$ cat config.mk
export PLATFORM = sky130hd
export DESIGN_NAME = usb_device_init_config_regs
export DESIGN_NICKNAME = d
export VERILOG_FILES = /design/src/usb_init_cfg_pkg.sv /design/src/cmd_sequencer.sv /design/src/clock_out_divider.sv /design/src/usb_device_init_config_regs.sv
export SDC_FILE = /design/constraint.sdc
export NUM_CORES = 1
export LEC_CHECK = 0
export ABC_AREA = 1
export BUFFER_PORTS_ARGS = -buffer_cell sky130_fd_sc_hd__buf_2
export CELL_PAD_IN_SITES_DETAIL_PLACEMENT = 1
export CELL_PAD_IN_SITES_GLOBAL_PLACEMENT = 2
export CORE_MARGIN = 4
export CORE_UTILIZATION = 33
export CTS_BUF_LIST = sky130_fd_sc_hd__clkbuf_2
export CTS_CLUSTER_SIZE = 20
export DETAILED_ROUTE_END_ITERATION = 10
export HOLD_SLACK_MARGIN = 0.03
export PLACE_DENSITY = 0.95
export SLEW_MARGIN = 40
export SYNTH_ARGS = -nofsm -noshare
export SYNTH_HDL_FRONTEND = slang
export SYNTH_SLANG_ARGS = --single-unit
export TNS_END_PERCENT = 100
$ cat constraint.sdc
create_clock -name i_clk -period 5.3 [get_ports i_clk]
set_clock_uncertainty 0.2 [all_clocks]
set_input_delay 0.795 -clock i_clk [delete_from_list [all_inputs] [get_ports i_clk]]
set_output_delay 0.795 -clock i_clk [all_outputs]
set_load 0.03 [all_outputs]
$ cat src/usb_init_cfg_pkg.sv
package usb_init_cfg_pkg;

    // command codes taken on the parallel port
    localparam logic [7:0] CMD_SET_ADDRESS = 8'hd0;
    localparam logic [7:0] CMD_SET_ENDPOINT_GROUP_ENABLE_BIT = 8'hd8;
    localparam logic [7:0] CMD_SET_MODE = 8'hf3;

    // device_address_enable layout
    localparam int ADDR_MSB = 6;
    localparam int FUNC_EN_BIT = 7;
    localparam logic [6:0] ADDR_RESET = 7'h00;
    localparam logic FUNC_EN_RESET = 1'b0;
    localparam logic FUNC_EN_ON_BUS_RESET = 1'b1;

    // endpoint_group_enable layout
    localparam int EP_GROUP_EN_BIT = 0;
    localparam logic EP_GROUP_EN_RESET = 1'b0;

    // mode_configuration layout
    localparam int NO_SUSPEND_CLK_BIT = 1;
    localparam int CLK_RUNNING_BIT = 2;
    localparam int NAK_ERR_INT_BIT = 3;
    localparam int DATA_PLUS_PULLUP_ENABLE_BIT = 4;
    localparam int EP_MODE_LSB = 6;
    localparam int EP_MODE_MSB = 7;
    localparam logic [7:0] MODE_CFG_RESET = 8'h0e;

    // clock_divider_config layout
    localparam int DIV_MSB = 3;
    localparam int MUST_ONE_BIT = 6;
    localparam int SOF_ONLY_BIT = 7;
    localparam logic [7:0] CLK_DIV_RESET = 8'h0b;
    localparam logic [3:0] DIV_OFF = 4'hf;

    // primary endpoint modes
    localparam logic [1:0] EP_MODE_NON_ISO = 2'h0;
    localparam logic [1:0] EP_MODE_ISO_OUT = 2'h1;
    localparam logic [1:0] EP_MODE_ISO_IN = 2'h2;
    localparam logic [1:0] EP_MODE_ISO_IO = 2'h3;
    localparam logic [7:0] PKT_64 = 8'h40;
    localparam logic [7:0] PKT_128 = 8'h80;
    localparam logic [7:0] PKT_NONE = 8'h00;

    // clock output timing, in reference ticks of the 48 MHz source
    localparam int REF_FREQ_KHZ = 48000;
    localparam int SUSPEND_FREQ_KHZ = 30;
    localparam int SUSPEND_DIV = REF_FREQ_KHZ / SUSPEND_FREQ_KHZ;
    localparam int DIV_CNT_W = 11;
    localparam logic [DIV_CNT_W-1:0] SUSPEND_PERIOD = DIV_CNT_W'(SUSPEND_DIV);
    localparam logic [DIV_CNT_W-1:0] CNT_ZERO = 11'h000;
    localparam logic [DIV_CNT_W-1:0] CNT_ONE = 11'h001;

    // command sequencer states
    typedef enum logic [2:0] {
        ST_IDLE,
        ST_ADDR,
        ST_EP,
        ST_MODE1,
        ST_MODE2,
        ST_IGNORE
    } cmd_state_type;

endpackage

$ cat src/cmd_sequencer.sv
`timescale 1ns/100ps
module cmd_sequencer (
    // clock and reset
    input wire logic i_clk,
    input wire logic i_nrst,
    input wire logic i_ce,
    // parallel port
    input wire logic i_cmd_wr,
    input wire logic i_data_wr,
    input wire logic [7:0] i_data,
    // register write strobes
    output logic o_wr_addr,
    output logic o_wr_ep,
    output logic o_wr_mode,
    output logic o_wr_div,
    output logic [7:0] o_wr_byte
);

    usb_init_cfg_pkg::cmd_state_type state_q, state_d;

    // command write restarts the sequence; data bytes walk it in order
    always_comb begin
        state_d = state_q;
        if (i_cmd_wr) begin
            case (i_data)
                usb_init_cfg_pkg::CMD_SET_ADDRESS: state_d = usb_init_cfg_pkg::ST_ADDR;
                usb_init_cfg_pkg::CMD_SET_ENDPOINT_GROUP_ENABLE_BIT: state_d = usb_init_cfg_pkg::ST_EP;
                usb_init_cfg_pkg::CMD_SET_MODE: state_d = usb_init_cfg_pkg::ST_MODE1;
                default: state_d = usb_init_cfg_pkg::ST_IGNORE;
            endcase
        end else if (i_data_wr) begin
            case (state_q)
                usb_init_cfg_pkg::ST_MODE1: state_d = usb_init_cfg_pkg::ST_MODE2;
                default: state_d = usb_init_cfg_pkg::ST_IGNORE;
            endcase
        end
    end

    // strobes only for data bytes that follow their own command
    always_comb begin
        o_wr_addr = 1'b0;
        o_wr_ep = 1'b0;
        o_wr_mode = 1'b0;
        o_wr_div = 1'b0;
        if (i_data_wr && !i_cmd_wr) begin
            case (state_q)
                usb_init_cfg_pkg::ST_ADDR: o_wr_addr = 1'b1;
                usb_init_cfg_pkg::ST_EP: o_wr_ep = 1'b1;
                usb_init_cfg_pkg::ST_MODE1: o_wr_mode = 1'b1;
                usb_init_cfg_pkg::ST_MODE2: o_wr_div = 1'b1;
                default: o_wr_addr = 1'b0;
            endcase
        end
    end

    assign o_wr_byte = i_data;

    // state registers, frozen while clock enable is low
    always_ff @(posedge i_clk) begin
        if (!i_nrst) begin
            state_q <= usb_init_cfg_pkg::ST_IDLE;
        end else if (i_ce) begin
            state_q <= state_d;
        end
    end

endmodule

$ cat src/clock_out_divider.sv
`timescale 1ns/100ps
module clock_out_divider (
    // clock and reset
    input wire logic i_clk,
    input wire logic i_nrst,
    input wire logic i_ce,
    // reference tick at the 48 MHz rate
    input wire logic i_ref_tick,
    // control
    input wire logic [3:0] i_factor,
    input wire logic i_slow,
    // pin
    output logic o_clock_output_pin,
    output logic o_off
);

    logic [usb_init_cfg_pkg::DIV_CNT_W-1:0] cnt_q, cnt_d, period;
    logic pin_q, pin_d;

    assign o_off = (i_factor == usb_init_cfg_pkg::DIV_OFF);
    // odd periods give a slightly uneven duty cycle, which is acceptable here
    assign period = i_slow ? usb_init_cfg_pkg::SUSPEND_PERIOD
        : (usb_init_cfg_pkg::DIV_CNT_W'(i_factor) + usb_init_cfg_pkg::CNT_ONE);

    // count reference ticks over one output period
    always_comb begin
        cnt_d = cnt_q;
        pin_d = pin_q;
        if (o_off) begin
            cnt_d = usb_init_cfg_pkg::CNT_ZERO;
            pin_d = 1'b0;
        end else if (i_ref_tick) begin
            if (cnt_q + usb_init_cfg_pkg::CNT_ONE >= period) begin
                cnt_d = usb_init_cfg_pkg::CNT_ZERO;
            end else begin
                cnt_d = cnt_q + usb_init_cfg_pkg::CNT_ONE;
            end
            pin_d = (cnt_d < (period >> 1));
        end
    end

    always_ff @(posedge i_clk) begin
        if (!i_nrst) begin
            cnt_q <= usb_init_cfg_pkg::CNT_ZERO;
            pin_q <= 1'b0;
        end else if (i_ce) begin
            cnt_q <= cnt_d;
            pin_q <= pin_d;
        end
    end

    assign o_clock_output_pin = pin_q;

endmodule

$ cat src/usb_device_init_config_regs.sv
`timescale 1ns/100ps
// What this block does
// - set-address loads 7-bit address; bus reset clears it to zero
// - address byte bit 7 is function enable; bus reset sets it
// - endpoint-enable bit 0 enables endpoints one and two; endpoint zero always on
// - endpoints one and two enabled only while function enable is set
// - mode bit 1 low gives 30 kHz clock output during suspend
// - mode bit 2 low stops internal clocks during suspend
// - mode bit 3 enables interrupts on NAK and error transactions
// - mode bit 4 enables D+ pull-up while VBUS is present
// - bus reset keeps mode and divider bytes; only device reset restores them
// - mode bits 7-6 select primary endpoint configuration
// - divide factor sets output to 48 MHz over factor plus one
// - divide factor all ones turns the clock output off
// - divider bit 7 makes interrupt pin fire on SOF only
// - interrupt pin mode adds SOF to interrupts; SOF-only overrides it
// - primary endpoint mode sets maximum packet sizes
module usb_device_init_config_regs (
    // clock and reset
    input wire logic i_clk,
    input wire logic i_nrst,
    input wire logic i_ce,

    // parallel host port
    input wire logic i_cmd_wr,
    input wire logic i_data_wr,
    input wire logic [7:0] i_data,

    // usb engine status
    input wire logic i_bus_reset,
    input wire logic i_suspend,
    input wire logic i_vbus,
    input wire logic i_sof_rx,
    input wire logic i_nak_err_event,
    input wire logic i_int_reg_pending,
    input wire logic i_int_pin_mode,
    input wire logic i_ref_tick,

    // address and endpoints
    output logic [6:0] o_device_address,
    output logic o_function_enable,
    output logic o_control_endpoint_enable,
    output logic o_endpoint_group_enable,

    // mode
    output logic o_internal_clk_run,
    output logic o_nak_err_int_enable,
    output logic o_nak_err_int,
    output logic o_data_plus_pullup_enable,
    output logic [1:0] o_primary_endpoint_mode,
    output logic [7:0] o_primary_out_max_pkt,
    output logic [7:0] o_primary_in_max_pkt,

    // clock output and interrupt pin
    output logic o_clock_output_pin,
    output logic o_clock_output_off,
    output logic o_sof_only_mode,
    output logic o_int
);

    // strobes and byte from the command sequencer
    logic wr_addr;
    logic wr_ep;
    logic wr_mode;
    logic wr_div;
    logic [7:0] wr_byte;

    // the four host-written registers
    logic [6:0] addr_q;
    logic [6:0] addr_d;
    logic func_en_q;
    logic func_en_d;
    logic ep_en_q;
    logic ep_en_d;
    logic [7:0] mode_q;
    logic [7:0] mode_d;
    logic [7:0] div_q;
    logic [7:0] div_d;

    // named fields of the stored bytes
    logic no_suspend_clk;
    logic keep_clk_run;
    logic nak_int_mode;
    logic pullup_mode;
    logic [1:0] ep_mode;
    logic [3:0] div_factor;
    logic sof_only;

    // registered status outputs and the slow clock select
    logic run_q;
    logic run_d;
    logic pull_q;
    logic pull_d;
    logic nak_int_q;
    logic nak_int_d;
    logic [7:0] pkt_out_q;
    logic [7:0] pkt_out_d;
    logic [7:0] pkt_in_q;
    logic [7:0] pkt_in_d;
    logic int_q;
    logic int_d;
    logic slow_clk;

    // command decode and byte sequencing
    cmd_sequencer u_seq (
        .i_clk(i_clk),
        .i_nrst(i_nrst),
        .i_ce(i_ce),
        .i_cmd_wr(i_cmd_wr),
        .i_data_wr(i_data_wr),
        .i_data(i_data),
        .o_wr_addr(wr_addr),
        .o_wr_ep(wr_ep),
        .o_wr_mode(wr_mode),
        .o_wr_div(wr_div),
        .o_wr_byte(wr_byte)
    );

    // address and enable; bus reset wins over a host write in the same cycle
    always_comb begin
        addr_d = addr_q;
        func_en_d = func_en_q;
        ep_en_d = ep_en_q;
        if (i_bus_reset) begin
            addr_d = usb_init_cfg_pkg::ADDR_RESET;
            func_en_d = usb_init_cfg_pkg::FUNC_EN_ON_BUS_RESET;
        end else if (wr_addr) begin
            addr_d = wr_byte[usb_init_cfg_pkg::ADDR_MSB:0];
            func_en_d = wr_byte[usb_init_cfg_pkg::FUNC_EN_BIT];
        end
        // reserved bits of this byte are simply not stored
        if (wr_ep) begin
            ep_en_d = wr_byte[usb_init_cfg_pkg::EP_GROUP_EN_BIT];
        end
    end

    always_ff @(posedge i_clk) begin
        if (!i_nrst) begin
            addr_q <= usb_init_cfg_pkg::ADDR_RESET;
            func_en_q <= usb_init_cfg_pkg::FUNC_EN_RESET;
            ep_en_q <= usb_init_cfg_pkg::EP_GROUP_EN_RESET;
        end else if (i_ce) begin
            addr_q <= addr_d;
            func_en_q <= func_en_d;
            ep_en_q <= ep_en_d;
        end
    end

    // mode bytes ignore bus reset entirely
    always_comb begin
        mode_d = mode_q;
        div_d = div_q;
        if (wr_mode) begin
            mode_d = wr_byte;
        end
        if (wr_div) begin
            div_d = wr_byte;
        end
    end

    always_ff @(posedge i_clk) begin
        if (!i_nrst) begin
            mode_q <= usb_init_cfg_pkg::MODE_CFG_RESET;
            div_q <= usb_init_cfg_pkg::CLK_DIV_RESET;
        end else if (i_ce) begin
            mode_q <= mode_d;
            div_q <= div_d;
        end
    end

    // field decode, so the logic below reads names rather than bit positions
    assign no_suspend_clk = mode_q[usb_init_cfg_pkg::NO_SUSPEND_CLK_BIT];
    assign keep_clk_run = mode_q[usb_init_cfg_pkg::CLK_RUNNING_BIT];
    assign nak_int_mode = mode_q[usb_init_cfg_pkg::NAK_ERR_INT_BIT];
    assign pullup_mode = mode_q[usb_init_cfg_pkg::DATA_PLUS_PULLUP_ENABLE_BIT];
    assign ep_mode = mode_q[usb_init_cfg_pkg::EP_MODE_MSB:usb_init_cfg_pkg::EP_MODE_LSB];
    assign div_factor = div_q[usb_init_cfg_pkg::DIV_MSB:0];
    assign sof_only = div_q[usb_init_cfg_pkg::SOF_ONLY_BIT];

    // internal clocks run unless suspended with the run bit clear
    always_comb begin
        run_d = keep_clk_run || !i_suspend;
    end

    always_ff @(posedge i_clk) begin
        if (!i_nrst) begin
            run_q <= 1'b1;
        end else if (i_ce) begin
            run_q <= run_d;
        end
    end

    // pull-up follows vbus, so a detached device never drives the line
    always_comb begin
        pull_d = pullup_mode && i_vbus;
    end

    always_ff @(posedge i_clk) begin
        if (!i_nrst) begin
            pull_q <= 1'b0;
        end else if (i_ce) begin
            pull_q <= pull_d;
        end
    end

    // nak and error events pass only while the interrupt mode allows them
    always_comb begin
        nak_int_d = nak_int_mode && i_nak_err_event;
    end

    always_ff @(posedge i_clk) begin
        if (!i_nrst) begin
            nak_int_q <= 1'b0;
        end else if (i_ce) begin
            nak_int_q <= nak_int_d;
        end
    end

    // primary endpoint packet sizes; zero marks a direction the mode leaves unused
    always_comb begin
        pkt_out_d = usb_init_cfg_pkg::PKT_64;
        pkt_in_d = usb_init_cfg_pkg::PKT_64;
        case (ep_mode)
            usb_init_cfg_pkg::EP_MODE_NON_ISO: begin
                pkt_out_d = usb_init_cfg_pkg::PKT_64;
                pkt_in_d = usb_init_cfg_pkg::PKT_64;
            end
            usb_init_cfg_pkg::EP_MODE_ISO_OUT: begin
                pkt_out_d = usb_init_cfg_pkg::PKT_128;
                pkt_in_d = usb_init_cfg_pkg::PKT_NONE;
            end
            usb_init_cfg_pkg::EP_MODE_ISO_IN: begin
                pkt_out_d = usb_init_cfg_pkg::PKT_NONE;
                pkt_in_d = usb_init_cfg_pkg::PKT_128;
            end
            usb_init_cfg_pkg::EP_MODE_ISO_IO: begin
                pkt_out_d = usb_init_cfg_pkg::PKT_64;
                pkt_in_d = usb_init_cfg_pkg::PKT_64;
            end
            default: begin
                pkt_out_d = usb_init_cfg_pkg::PKT_64;
                pkt_in_d = usb_init_cfg_pkg::PKT_64;
            end
        endcase
    end

    always_ff @(posedge i_clk) begin
        if (!i_nrst) begin
            pkt_out_q <= usb_init_cfg_pkg::PKT_64;
            pkt_in_q <= usb_init_cfg_pkg::PKT_64;
        end else if (i_ce) begin
            pkt_out_q <= pkt_out_d;
            pkt_in_q <= pkt_in_d;
        end
    end

    // interrupt pin; sof-only overrides the pin mode from the dma register
    always_comb begin
        if (sof_only) begin
            int_d = i_sof_rx;
        end else begin
            int_d = i_int_reg_pending || (i_int_pin_mode && i_sof_rx);
        end
    end

    always_ff @(posedge i_clk) begin
        if (!i_nrst) begin
            int_q <= 1'b0;
        end else if (i_ce) begin
            int_q <= int_d;
        end
    end

    // slow clock only while suspended and not told to keep the rate
    assign slow_clk = i_suspend && !no_suspend_clk;

    clock_out_divider u_div (
        .i_clk(i_clk),
        .i_nrst(i_nrst),
        .i_ce(i_ce),
        .i_ref_tick(i_ref_tick),
        .i_factor(div_factor),
        .i_slow(slow_clk),
        .o_clock_output_pin(o_clock_output_pin),
        .o_off(o_clock_output_off)
    );

    // address and endpoint outputs
    assign o_device_address = addr_q;
    assign o_function_enable = func_en_q;
    assign o_control_endpoint_enable = 1'b1;
    assign o_endpoint_group_enable = ep_en_q && func_en_q;

    // mode outputs
    assign o_internal_clk_run = run_q;
    assign o_nak_err_int_enable = nak_int_mode;
    assign o_nak_err_int = nak_int_q;
    assign o_data_plus_pullup_enable = pull_q;
    assign o_primary_endpoint_mode = ep_mode;
    assign o_primary_out_max_pkt = pkt_out_q;
    assign o_primary_in_max_pkt = pkt_in_q;

    // interrupt outputs
    assign o_sof_only_mode = sof_only;
    assign o_int = int_q;

endmodule

; ---- Yosys cells after proc, flatten, opt, wreduce, memory -nomap -nowiden
; Cells that the tools add are included.
; Widths: inputs -> output; s select.
[classes]
addsub = 2
n_lt_le_gt_ge = 2
n_eq_ne = 11
mux = 27
n_reduce_logical = 22
[ops]
columns = op, n
row1 = $mux 11, 6
row2 = $pmux 8 s3, 2
row3 = $eq 8x8->1 const B, 3
row4 = $mux 1, 14
row5 = $mux 7, 2
row6 = $reduce_and 2->1, 6
row7 = $add 11x1->11 const B, 1
row8 = $ge 11x11->1, 1
row9 = $lt 11x10->1, 1
row10 = $pmux 3 s3, 1
row11 = $eq 3x2->1 const B, 2
row12 = $logic_and 1x1->1, 6
row13 = $mux 3, 2
row14 = $reduce_bool 2->1, 3
row15 = $add 4x1->5 const B, 1
row16 = $eq 2x2->1 const B, 2
row17 = $eq 4x4->1 const B, 1
row18 = $eq 3x1->1 const B, 1
row19 = $eq 3x3->1 const B, 1
row20 = $logic_not 1->1, 3
row21 = $eq 2x1->1 const B, 1
row22 = $logic_not 2->1, 1
row23 = $logic_or 1x1->1, 2
row24 = $reduce_or 2->1, 1
[word_totals]
reg_bits = 60
in_bits = 21

; ---- Longest topological paths before layout
[logic_depth]
word_depth = 10
mapped_depth = 22
ltp_nobuf = 22

; ---- Hierarchy
; From an unflattened synthesis, not the netlist that was laid out.
[hier_totals]
cells_unflattened = 418
hier_area_um2 = 2773.9
[by_module_without_submodules]
columns = mod, n_inst, cells_each, area_per_inst_um2
row1 = usb_device_init_config_regs, 1, 165, 1231.2
row2 = clock_out_divider, 1, 191, 1198.6
row3 = cmd_sequencer, 1, 62, 344.1

; ---- Least setup slack after synthesis
; Ideal clock, no wire load.
[synth_path]
kind = flip-flop to flip-flop
from = register div_q[0]
to = register u_div.pin_q (netlist: u_div.o_clock_output_pin)
setup_ps = 70
t_arrival_ps = 3039
slack_ps = 1991
path_stages_with_launch = 22
cell_sequence = dfxtp_1 ha_1 nand2_1 nor2_1 nand2_1 ha_1 nand3_1 nor2_1 nor2_1 nand3_1 nand2_1 nand2_1 nand2_2 nand2_2 nor2_1 ha_1 or2_2 inv_1 o211ai_1 nor2_1 nand3_1 a21oi_1
[synth_rtl]
columns = item, line_no
row1 = "start, declared", usb_device_init_config_regs.sv:77  ; logic [7:0] div_q;
row2 = "start signal, assigned", usb_device_init_config_regs.sv:164  ; div_q <= usb_init_cfg_pkg::CLK_DIV_RESET;
row3 = "start signal, assigned", usb_device_init_config_regs.sv:167  ; div_q <= div_d;
row4 = $eq 4x4->1 *, clock_out_divider.sv:20  ; assign o_off = (i_factor == usb_init_cfg_pkg::DIV_OFF);
row5 = net o_clock_output_off, usb_device_init_config_regs.sv:56  ; output logic o_clock_output_off,
row6 = $reduce_bool 2->1 (no source line), n/a
row7 = $reduce_and 2->1 (no source line), n/a
row8 = "end signal, assigned", clock_out_divider.sv:48  ; pin_q <= pin_d;
row9 = "end, declared", clock_out_divider.sv:18  ; logic pin_q, pin_d;
; Mark *: on every way through the listed nets, which the timed path passes. The rest lies on a longest branch. The select of a mux whose other input is x is not followed.
; A chain may end at the register's enable or synchronous reset.

; ---- Worst setup path in the final report
[layout_path]
from = register u_div.cnt_q[0] (netlist bit)
to = register u_div.pin_q (netlist: u_div.o_clock_output_pin)
[layout_via]
elab_chain_len = 8
[layout_lines]
columns = item, line_no
row1 = "start, declared", clock_out_divider.sv:17  ; logic [usb_init_cfg_pkg::DIV_CNT_W-1:0] cnt_q, cnt_d, period;
row2 = "start signal, assigned", clock_out_divider.sv:44  ; cnt_q <= usb_init_cfg_pkg::CNT_ZERO;
row3 = "start signal, assigned", clock_out_divider.sv:47  ; cnt_q <= cnt_d;
row4 = $add 11x1->11 *, "clock_out_divider.sv:33, clock_out_divider.sv:36"
row5 = $ge 11x11->1, clock_out_divider.sv:33  ; if (cnt_q + usb_init_cfg_pkg::CNT_ONE >= period) begin
row6 = $mux 11 *, clock_out_divider.sv:33
row7 = $mux 11 *, clock_out_divider.sv:32  ; end else if (i_ref_tick) begin
row8 = $mux 11 *, clock_out_divider.sv:29  ; if (o_off) begin
row9 = $lt 11x10->1 *, clock_out_divider.sv:38  ; pin_d = (cnt_d < (period >> 1));
row10 = $mux 1 *, clock_out_divider.sv:32
row11 = $mux 1 *, clock_out_divider.sv:29
; Mark *: on every way between the ends. The rest lies on a longest branch, timed or not. The select of a mux whose other input is x is not followed.

==> impl_metrics.ini <==
[run_status]
status = finished, final reports clean

[grt]
grt_pass1_wl_mm = 12.0
antenna_found_initial = 0
track_usage_pct = 16.7
first_global_vias = 2572
gr-total-overflow = 0
grt_max_degree = 23

[critical_path]
crit_path_end_kind = register
critical_path_class = register to register
arrival_ns = 3.70
cp.required_ns = 5.51
crit_fanout = 8
critPathLaunchType = register

[cts]
post_cts_buffers = 0
cts_buffer_depth = 2
numCtsBuffers = 5
cts_resized = 0
clk_transition_reported_paths_ns = 0.26
cts_num_sinks = 42
cts_tree = yes
root_buffer = clkbuf_2
htree_num_levels = 2
ctsHoldBuffers = 0
insertion_delay_ns = 0.45

[logic_synthesis]
yosys.area.top_type = dfxtp_1
synth_cells = 367
seq_area_frac_synth_pct = 33.4
synth_flop_cell = dfxtp_1
syn-cell-area_mm2 = 0.00252
ys_warn_count = 0
synth.area.top_cells = dfxtp_1, nand2_1, ha_1
async_reset_ff_share_pct = 0
synth_cell_types = 31
synth_seq_cells = 42
synth_enable_flop_cells = 0
synth.avg_cell_area_um2 = 6.86
synth_top_area_share_pct = 33.4

[sta]
layout_setup_ws_ns = 1.80
setup_tns_ns = 0
holdWs_ns = 0.287
relSlewSlack_pct = 44.8
fin_crit_ns = 3.50
tightest_slew_ns = 0.827
period_share_pct = 66.0
setup_viol = 0
max_freq_mhz = 286
hold_viol = 0
slew_viol_final = 0
rsz0062_at_grt = false

[finish]
stdcell_count = 505
drive_gt1_share_pct = 15.3
diodes = 0
area_growth_pct = 11.3
fin_util_pct = 38.2
final_nets = 444
fin_area_mm2 = 0.00280

[floorplanning]
core_area_mm2 = 0.00733
rows = 31
io_pins = 57
die_h_um = 95.4
start_util_pct = 34.4
die_w_um = 95.4
die_area_mm2 = 0.00909

[placed_design]
place_inst = 497
pre_cts_ws_ns = 1.61
io_buffer_count = 43
gp_congestion = 0.810
dpl-instance-area_mm2 = 0.00276
dp_hpwl_mm = 5.45

[pwr]
finalPower_mw = 0.583
vdd_drop_max_mv = 0.126
leakagePower_nw = 1.38
p_per_area_mw_per_mm2 = 208

[route]
num_vias = 2446
viasPerCell = 4.84
wl_per_cell_um = 13.6
wl_mm = 6.87
drc = 0
dr.pass1.iters = 4
ant_nets = 0
initialDrtViolationCount = 61

[min_path]
hold_path.class = register to register

[job]
max-cap-violations = 0
[synthesized netlist by cell type, types with 5 or more instances]
| cell | number |
|---|---|
| nand2_1 | 74 |
| inv_1 | 46 |
| dfxtp_1 | 42 |
| a21oi_1 | 40 |
| nand3_1 | 34 |
| nor2_1 | 29 |
| o21ai_0 | 22 |
| ha_1 | 18 |
| buf_4 | 16 |
| clkbuf_1 | 6 |
| nor3_1 | 5 |
| o211ai_1 | 5 |
| xor2_1 | 5 |
[cells in the final DEF, fill, tap and decap left out, drive strengths merged, types with 5 or more instances in the layout]
cell,count
dfxtp,42
o21ai,22
nand2,76
inv,48
o211ai,5
buf,43
clkbuf,5
nand3,35
ha,18
nor2,31
a21oi,42
conb,13
nor3,6
xor2,5
[kinds of logic after synthesis]
family                   synth area share [%]
other                                   0.298
flip-flops                               33.4
AND/OR/NAND/NOR                          26.8
buffers and inverters                    13.2
XOR/XNOR                                 1.74
adder cells (fa/ha/maj)                  8.94
AO/OA/AOI/OAI                            15.7
[layer usage]
layer | track usage, % | vias up | wire [um]
li1 | - | 1256 | -
met3 | 4.03 | 9 | 281
met2 | 29.0 | 45 | 3320
met4 | 4.93 | 0 | 98
met1 | 20.3 | 1136 | 3170
met5 | 0 | - | 0
[final timing paths]
path	to	slack [ns]	depth (start not counted)	from
max	u_div.o_clock_output_pin$_SDFFE_PN0P_	1.80	16	u_div.cnt_q[0]$_SDFFE_PN0P_
min	o_device_address[3]$_SDFFE_PN0P_	0.29	2	o_device_address[3]$_SDFFE_PN0P_
max reg2reg	u_div.o_clock_output_pin$_SDFFE_PN0P_	1.80	16	u_div.cnt_q[0]$_SDFFE_PN0P_
min reg2reg	o_device_address[3]$_SDFFE_PN0P_	0.29	2	o_device_address[3]$_SDFFE_PN0P_
[critical path, stage by stage (launching register included)]
cell and delay (ns):
dfxtp_1 0.46, ha_1 0.22, nand3_1 0.16, nor3_1 0.18, nand3_1 0.10, xor2_1 0.15, inv_1 0.10, ha_1 0.30
a21oi_1 0.41, nand2_2 0.23, nor2_1 0.20, ha_1 0.27, inv_1 0.06, o211ai_1 0.09, nor2_1 0.12, nand3_1 0.09
a21oi_1 0.12
[registers in the layout, summed over array words and instances, names as in the netlist]
signal	flops
div_q	5
ep_en_q	1
mode_q	6
o_data_plus_pullup_enable	1
o_device_address	7
o_function_enable	1
o_int	1
o_internal_clk_run	1
o_nak_err_int	1
o_primary_in_max_pkt	1
o_primary_out_max_pkt	2
u_div.cnt_q	11
u_div.o_clock_output_pin	1
u_seq.state_q	3
[power by group]
| group | switching (mW) | internal, mW |
|---|---|---|
| registers | 0.00539 | 0.326 |
| clock network | 0.127 | 0.0338 |
| logic | 0.0678 | 0.0237 |
| total | 0.200 | 0.383 |
[cell type report]
cell class	count	area (um^2)
clock buffer	5	25.0
clock inverter	3	23.8
fill	971	4530
inverter	49	184
multi-input combinational	264	1390
sequential	42	841
tap	99	124
timing repair buffer	43	215
No activity file was read; power rests on OpenSTA's default activity.
